===== config.mk =====
export PLATFORM = sky130hd
export DESIGN_NAME = hcs_status
export DESIGN_NICKNAME = d
export VERILOG_FILES = /design/src/core/hcs_status_unused_placeholder_none.sv /design/src/core/hcs_pkg.sv /design/src/core/hcs_status.sv
export VERILOG_INCLUDE_DIRS = /design/src /design/src/core
export SDC_FILE = /design/constraint.sdc
export NUM_CORES = 1
export LEC_CHECK = 0
export BUFFER_PORTS_ARGS = -buffer_cell sky130_fd_sc_hd__buf_2
export CAP_MARGIN = 10
export CORE_MARGIN = 1
export CORE_UTILIZATION = 49
export CTS_BUF_LIST = sky130_fd_sc_hd__clkbuf_4
export DETAILED_ROUTE_END_ITERATION = 10
export PLACE_DENSITY = 0.88
export SYNTH_ARGS = -nofsm -noshare
export SYNTH_HDL_FRONTEND = slang
export SYNTH_SLANG_ARGS = --single-unit
export TNS_END_PERCENT = 50

===== constraint.sdc =====
create_clock -name pclk -period 3.2 [get_ports pclk]
set_input_delay 0.16 -clock pclk [delete_from_list [all_inputs] [get_ports pclk]]
set_output_delay 0.16 -clock pclk [all_outputs]
set_load 0.1 [all_outputs]

===== src/core/hcs_defines.svh =====
// register map, field positions and reset values of the host status block
`ifndef HCS_DEFINES_SVH
`define HCS_DEFINES_SVH

`define HCS_OFF_CMD 8'h00
`define HCS_OFF_STS 8'h04
`define HCS_OFF_INTEN 8'h08

`define HCS_STS_RESET 32'h00001000
`define HCS_CMD_RESET 32'h00000000
`define HCS_INTEN_RESET 6'h00

`define HCS_STS_ASYNC_ST 15
`define HCS_STS_PERIODIC_ST 14
`define HCS_STS_RECLAIM 13
`define HCS_STS_HALTED 12
`define HCS_STS_ASYNC_ADV 5
`define HCS_STS_HOST_ERR 4
`define HCS_STS_ROLLOVER 3
`define HCS_STS_PORT_CHG 2
`define HCS_STS_XFER_ERR 1
`define HCS_STS_XFER_DONE 0

// flags that software clears by writing one; host error is read-only
`define HCS_W1C_MASK 6'h2F

`define HCS_CMD_RUN 0
`define HCS_CMD_PERIODIC_EN 4
`define HCS_CMD_ASYNC_EN 5
`define HCS_CMD_DOORBELL 6

`endif


===== src/core/hcs_status_unused_placeholder_none.sv =====
// intentionally empty of logic: status block has a single design file
`timescale 1ns/1ns
`default_nettype none
`default_nettype wire


===== src/core/hcs_pkg.sv =====
// types shared by the host status block
package hcs_pkg;

  // one completed transaction as reported by the schedule engine
  typedef struct packed {
    logic done;
    logic error;
    logic irq_on_completion_request;
    logic short_pkt;
  } hcs_xfer_evt_t;

  // actual state of the schedule engine
  typedef struct packed {
    logic async_running;
    logic periodic_running;
    logic reclaim;
    logic stopped;
  } hcs_engine_st_t;

  // event flag vector, bit order as in the status word
  typedef logic [5:0] hcs_flags_t;

endpackage


===== src/core/hcs_status.sv =====
// host controller status word with command and interrupt enable over apb
//
// Implementation choice: register access over APB.
`timescale 1ns/1ns
`default_nettype none
`include "hcs_defines.svh"

module hcs_status
  import hcs_pkg::*;
#(
  parameter int NUM_PORTS = 6
)
(
  // clock and reset
  input wire logic pclk,
  input wire logic presetn,
  // apb slave
  input wire logic psel,
  input wire logic penable,
  input wire logic pwrite,
  input wire logic [7:0] paddr,
  input wire logic [31:0] pwdata,
  output logic [31:0] prdata,
  output logic pready,
  output logic pslverr,
  // schedule engine
  input wire hcs_engine_st_t engine_st,
  input wire logic async_advanced,
  input wire logic bus_read_error,
  input wire hcs_xfer_evt_t xfer_evt,
  input wire logic frame_number_counter_b13,
  // ports, owner one means the companion controller holds the port
  input wire logic [NUM_PORTS-1:0] port_change,
  input wire logic [NUM_PORTS-1:0] port_resume,
  input wire logic [NUM_PORTS-1:0] port_owner,
  // control to the engine and interrupt
  output logic run_ctrl,
  output logic async_sched_en,
  output logic periodic_sched_en,
  output logic doorbell_pending,
  output logic irq
);

  function automatic logic hit(input logic [7:0] a, input logic [7:0] off);
    hit = (a[7:2] == off[7:2]);
  endfunction

  logic run_reg;
  logic async_en_reg;
  logic periodic_en_reg;
  logic doorbell_reg;
  logic halted_reg;
  logic async_st_reg;
  logic periodic_st_reg;
  logic reclaim_reg;
  logic frame_b13_reg;
  logic [NUM_PORTS-1:0] port_change_prev_reg;
  logic [NUM_PORTS-1:0] port_resume_prev_reg;
  hcs_flags_t flags_reg;
  hcs_flags_t flags_next;
  hcs_flags_t flags_set;
  hcs_flags_t flags_clr;
  logic [5:0] inten_reg;
  logic irq_reg;
  logic [31:0] prdata_reg;
  logic pready_reg;
  logic pslverr_reg;
  logic access;
  logic wr_cmd;
  logic wr_sts;
  logic wr_inten;
  logic mapped;
  logic run_set_sw;
  logic [31:0] sts_word;

  // zero wait state: pready rises in the access phase of every transfer
  assign access = psel & penable & pready_reg;
  assign wr_cmd = access & pwrite & hit(paddr, `HCS_OFF_CMD);
  assign wr_sts = access & pwrite & hit(paddr, `HCS_OFF_STS);
  assign wr_inten = access & pwrite & hit(paddr, `HCS_OFF_INTEN);
  assign mapped = hit(paddr, `HCS_OFF_CMD) | hit(paddr, `HCS_OFF_STS) |
                  hit(paddr, `HCS_OFF_INTEN);
  assign run_set_sw = wr_cmd & pwdata[`HCS_CMD_RUN] & ~bus_read_error;

  // reserved fields are constant zero, so writes there do nothing
  always_comb
  begin
    sts_word = 32'h00000000;
    sts_word[`HCS_STS_ASYNC_ST] = async_st_reg;
    sts_word[`HCS_STS_PERIODIC_ST] = periodic_st_reg;
    sts_word[`HCS_STS_RECLAIM] = reclaim_reg;
    sts_word[`HCS_STS_HALTED] = halted_reg;
    sts_word[5:0] = flags_reg;
  end

  always_ff @(posedge pclk or negedge presetn)
  begin
    if (!presetn)
    begin
      pready_reg <= 1'b0;
      pslverr_reg <= 1'b0;
      prdata_reg <= 32'h00000000;
    end
    else
    begin
      pready_reg <= psel & ~penable & ~pready_reg;
      pslverr_reg <= psel & ~penable & ~pready_reg & ~mapped;
      if (psel & ~penable & ~pwrite)
      begin
        if (hit(paddr, `HCS_OFF_STS))
          prdata_reg <= sts_word;
        else if (hit(paddr, `HCS_OFF_CMD))
          prdata_reg <= {25'h0000000, doorbell_reg, async_en_reg,
                         periodic_en_reg, 3'h0, run_reg};
        else if (hit(paddr, `HCS_OFF_INTEN))
          prdata_reg <= {26'h0000000, inten_reg};
        else
          prdata_reg <= 32'h00000000;
      end
    end
  end

  // command word: a host system error overrides a software run request
  always_ff @(posedge pclk or negedge presetn)
  begin
    if (!presetn)
    begin
      run_reg <= 1'((`HCS_CMD_RESET >> `HCS_CMD_RUN) & 32'h1);
      async_en_reg <= 1'b0;
      periodic_en_reg <= 1'b0;
    end
    else
    begin
      if (bus_read_error)
        run_reg <= 1'b0;
      else if (wr_cmd)
        run_reg <= pwdata[`HCS_CMD_RUN];
      if (wr_cmd)
      begin
        async_en_reg <= pwdata[`HCS_CMD_ASYNC_EN];
        periodic_en_reg <= pwdata[`HCS_CMD_PERIODIC_EN];
      end
    end
  end

  // doorbell waits for the engine's next async advance
  always_ff @(posedge pclk or negedge presetn)
  begin
    if (!presetn)
      doorbell_reg <= 1'b0;
    else if (wr_cmd & pwdata[`HCS_CMD_DOORBELL])
      doorbell_reg <= 1'b1;
    else if (async_advanced)
      doorbell_reg <= 1'b0;
  end

  // halted waits for the engine to report it really stopped
  always_ff @(posedge pclk or negedge presetn)
  begin
    if (!presetn)
      halted_reg <= 1'((`HCS_STS_RESET >> `HCS_STS_HALTED) & 32'h1);
    else if (run_set_sw)
      halted_reg <= 1'b0;
    else if (run_reg & ~bus_read_error)
      halted_reg <= 1'b0;
    else if (engine_st.stopped)
      halted_reg <= 1'b1;
  end

  // engine state is mirrored, so it lags the enables by design
  always_ff @(posedge pclk or negedge presetn)
  begin
    if (!presetn)
    begin
      async_st_reg <= 1'b0;
      periodic_st_reg <= 1'b0;
      reclaim_reg <= 1'b0; // whole-word reset wins over field default
    end
    else
    begin
      async_st_reg <= engine_st.async_running;
      periodic_st_reg <= engine_st.periodic_running;
      reclaim_reg <= engine_st.reclaim;
    end
  end

  always_ff @(posedge pclk or negedge presetn)
  begin
    if (!presetn)
    begin
      frame_b13_reg <= 1'b0;
      port_change_prev_reg <= '0;
      port_resume_prev_reg <= '0;
    end
    else
    begin
      frame_b13_reg <= frame_number_counter_b13;
      port_change_prev_reg <= port_change;
      port_resume_prev_reg <= port_resume;
    end
  end

  // controller-level events reach the word, and so do the per-transaction
  // error results of xfer_evt and the completions that request an interrupt or end short
  always_comb
  begin
    flags_set = 6'h00;
    flags_set[`HCS_STS_ASYNC_ADV] = doorbell_reg & async_advanced;
    flags_set[`HCS_STS_HOST_ERR] = bus_read_error;
    flags_set[`HCS_STS_ROLLOVER] =
      frame_b13_reg ^ frame_number_counter_b13;
    flags_set[`HCS_STS_PORT_CHG] =
      |(~port_owner & ((port_change & ~port_change_prev_reg) |
                       (port_resume & ~port_resume_prev_reg)));
    flags_set[`HCS_STS_XFER_ERR] = xfer_evt.done & xfer_evt.error;
    flags_set[`HCS_STS_XFER_DONE] =
      xfer_evt.done & (xfer_evt.irq_on_completion_request |
                       xfer_evt.short_pkt);
    flags_clr = wr_sts ? (pwdata[5:0] & `HCS_W1C_MASK) : 6'h00;
    flags_next = (flags_reg & ~flags_clr) | flags_set;
  end

  always_ff @(posedge pclk or negedge presetn)
  begin
    if (!presetn)
      flags_reg <= 6'(`HCS_STS_RESET & 32'h3F);
    else
      flags_reg <= flags_next;
  end

  always_ff @(posedge pclk or negedge presetn)
  begin
    if (!presetn)
      inten_reg <= `HCS_INTEN_RESET;
    else if (wr_inten)
      inten_reg <= pwdata[5:0];
  end

  always_ff @(posedge pclk or negedge presetn)
  begin
    if (!presetn)
      irq_reg <= 1'b0;
    else
      irq_reg <= |(flags_next & (wr_inten ? pwdata[5:0] : inten_reg));
  end

  assign prdata = prdata_reg;
  assign pready = pready_reg;
  assign pslverr = pslverr_reg;
  assign run_ctrl = run_reg;
  assign async_sched_en = async_en_reg;
  assign periodic_sched_en = periodic_en_reg;
  assign doorbell_pending = doorbell_reg;
  assign irq = irq_reg;
endmodule // hcs_status
`default_nettype wire


==> results_dict.tcl <==
set metrics [dict create \
    cp-endpoint "irq$_DFF_PN0_" \
    grt_pass1_wl_mm 6.72 \
    initial_core_util_pct 51.4 \
    synth-seq-cells 47 \
    routed_wirelength_mm 4.15 \
    crit_required_ps 3440 \
    ant_nets 0 \
    die_y_um 66.8 \
    slew_viol_final 0 \
    wl_per_cell_um 13.0 \
    htreeDepth 2 \
    powerDensity_mw_per_mm2 484 \
    drc 0 \
    cts_tree "built" \
    dr.pass1.iters 4 \
    io_pins 113 \
    fillCellCount 341 \
    nets 342 \
    syn_area_mm2 0.00206 \
    clk_pin_slew_ps 150 \
    rr_worst_depth 5 \
    seq_area_mm2 0.00118 \
    num_vias 1620 \
    yosys-top-cells-area "dfrtp_1 56%, buf_4 7.7%, nand2b_1 4.6%" \
    r2r_slack_ps 790 \
    gp_congestion 0.846 \
    drt-initial-drc-count 93 \
    via_per_inst 5.08 \
    synthToLayoutAreaGrowth_pct 26.2 \
    insertion_delay_ps 370 \
    crit_start "pready$_DFF_PN0_" \
    synth_top_cell_by_area "dfrtp_1" \
    die_area_mm2 0.00446 \
    critPathCaptureType "flop" \
    dp_hpwl_mm 3.01 \
    synth.yosys.seq_area_share_pct 57.3 \
    critPathMaxFanout 6 \
    die_w_um 66.8 \
    post-route-period-util_pct 75.4 \
    grt_pass1_vias 1536 \
    synthCells 182 \
    setup_viol 0 \
    finalClockSkew_ps 15.4 \
    rsz0062_at_grt "no" \
    r2r-end "irq$_DFF_PN0_" \
    clockBufferDepth 2 \
    io_buffers 64 \
    status "complete, no violations" \
    slew-limit-headroom_pct 33.3 \
    cts_inserted_buffers 5 \
    max_freq_mhz 414 \
    grt_max_degree 48 \
    postSynthAreaPerCell_um2 11.3 \
    clock-root-buffer "clkbuf_4" \
    worstMarginPinSlew_ps 1000 \
    rows 23 \
    multi_input_comb_area_um2 769 \
    synth.top_cell.area_share_pct 56.0 \
    r2r_start "pready$_DFF_PN0_" \
    drive_gt1_share_pct 33.1 \
    largest_reg_flops 11 \
    fin_setup_tns_ps 0 \
    hold_violations 0 \
    hold_path.class "in2reg" \
    maxCapViolCount 0 \
    ys_warn_count 0 \
    min_period_ps 2410 \
    core_region_area_mm2 0.00400 \
    start_kind "flop" \
    antenna_found_initial 0 \
    n_antenna_cell 0 \
    worstPathArrival_ps 2650 \
    cts_sinks 47 \
    ir_worst_vdd_mv 0.309 \
    total_power_w 0.00125 \
    p_leak_nw 1.29 \
    setup.worst_path.class "reg2reg" \
    grt_overflow 0 \
    synth.distinct_cells 39 \
    track_usage_pct 20.7 \
]
where the power goes:
part           leakage [nW]  switching [W]  internal, W  total [W]
sequential            0.575      0.0000105     0.000620   0.000630
clock                0.0314       0.000194    0.0000882   0.000282
combinational         0.680       0.000277    0.0000652   0.000342
cell type report:
| type | instances | share of cell area (%) |
|---|---|---|
| sequential | 47 | 45.4 |
| multi-input combinational | 129 | 29.7 |
| inverter | 1 | 0.145 |
| clock inverter | 3 | 0.965 |
| tap | 50 | 2.41 |
| timing repair buffer | 84 | 20.0 |
| clock buffer | 5 | 1.45 |
worst max-delay path, cell delays in order (launching register included):
cell and delay [ps]:
dfrtp_1 430, nand4_1 220, nor3_2 470, mux2_2 400
a32o_1 260, or4b_1 520
what timing repair did:
| action | CTS | global route |
|---|---|---|
| buffers inserted | 0 | 0 |
| hold buffers | 19 | 0 |
| gates resized for setup | 0 | 0 |
| hold endpoints to repair | 64 | 0 |
kinds of logic (layout without fill, tap and decap cells):
kind of cell           count (synthesis)  count (layout)  synth area share, %
other                                  1              21                0.182
AO/OA/AOI/OAI                         29              29                 10.2
buffers and inverters                 26              93                 8.95
multiplexers                           8               8                 4.38
XOR/XNOR                               1               1                0.426
AND/OR/NAND/NOR                       70              70                 18.6
flip-flops                            47              47                 57.3
per-stage QoR:
| stage | cell area (µm²) | hold slack [ps] | setup slack, ps | util, % | cells |
|---|---|---|---|---|---|
| final | 2590 | 29.0 | 787 | 64.8 | 319 |
| after global routing | 2590 | 17.4 | 638 | 64.8 | 319 |
| after floorplan | 2130 | -136 | 302 | - | 202 |
| after CTS | 2590 | 15.6 | 767 | 64.8 | 319 |
| after detailed placement | 2340 | 273 | 538 | 58.5 | 292 |
| after global placement | 2340 | 275 | 544 | 58.5 | 292 |
placed cells by master (no fill, tap or decap), types with 6 or more instances in the layout:
cell / count
buf_2: 64
a221oi_1: 6
nor2_1: 13
conb_1: 21
nand3_1: 6
nand2b_1: 15
dfrtp_1: 46
a21oi_1: 11
dlygate4sd3_1: 19
mux2_2: 8
nand2_1: 17
synth_stat cells:
cell type / number
a21bo_2: 1
a21boi_0: 1
a21boi_1: 1
a21o_1: 1
a21oi_1: 11
a221oi_1: 6
a22o_1: 1
a22oi_1: 1
a31oi_1: 1
a32o_1: 2
and2_1: 1
and4_1: 1
buf_4: 21
buf_6: 1
clkbuf_1: 3
conb_1: 1
dfrtp_1: 46
dfstp_2: 1
inv_1: 1
mux2_2: 8
nand2_1: 17
nand2b_1: 15
nand3_1: 6
nand3b_1: 1
nand4_1: 3
nor2_1: 13
nor2b_1: 1
nor3_1: 2
nor3_2: 1
nor3_4: 1
nor4_1: 1
o21a_1: 1
o22a_1: 1
o41a_1: 1
or2_2: 3
or4_1: 2
or4_4: 1
or4b_1: 1
xor2_1: 1
layer usage:
metal	routed length [µm]	vias to the layer above	global-route usage, %
met3	286	5	5.65
li1	-	769	-
met4	48	0	6.38
met1	1670	780	25.2
met5	0	-	0
met2	2150	66	35.5
worst min path at each step:
stage / start / to / cells past startpoint
floorplan: presetn / async_sched_en$_DFFE_PN0N_ / 0
global placement: engine_st[2] / periodic_st_reg$_DFF_PN0_ / 1
detailed placement: engine_st[2] / periodic_st_reg$_DFF_PN0_ / 1
CTS: pwdata[4] / periodic_sched_en$_DFFE_PN0N_ / 2
global route: pwdata[6] / doorbell_pending$_DFFE_PN0P_ / 2
finish: pwdata[4] / periodic_sched_en$_DFFE_PN0N_ / 2
(Power assumes the default switching activity.)
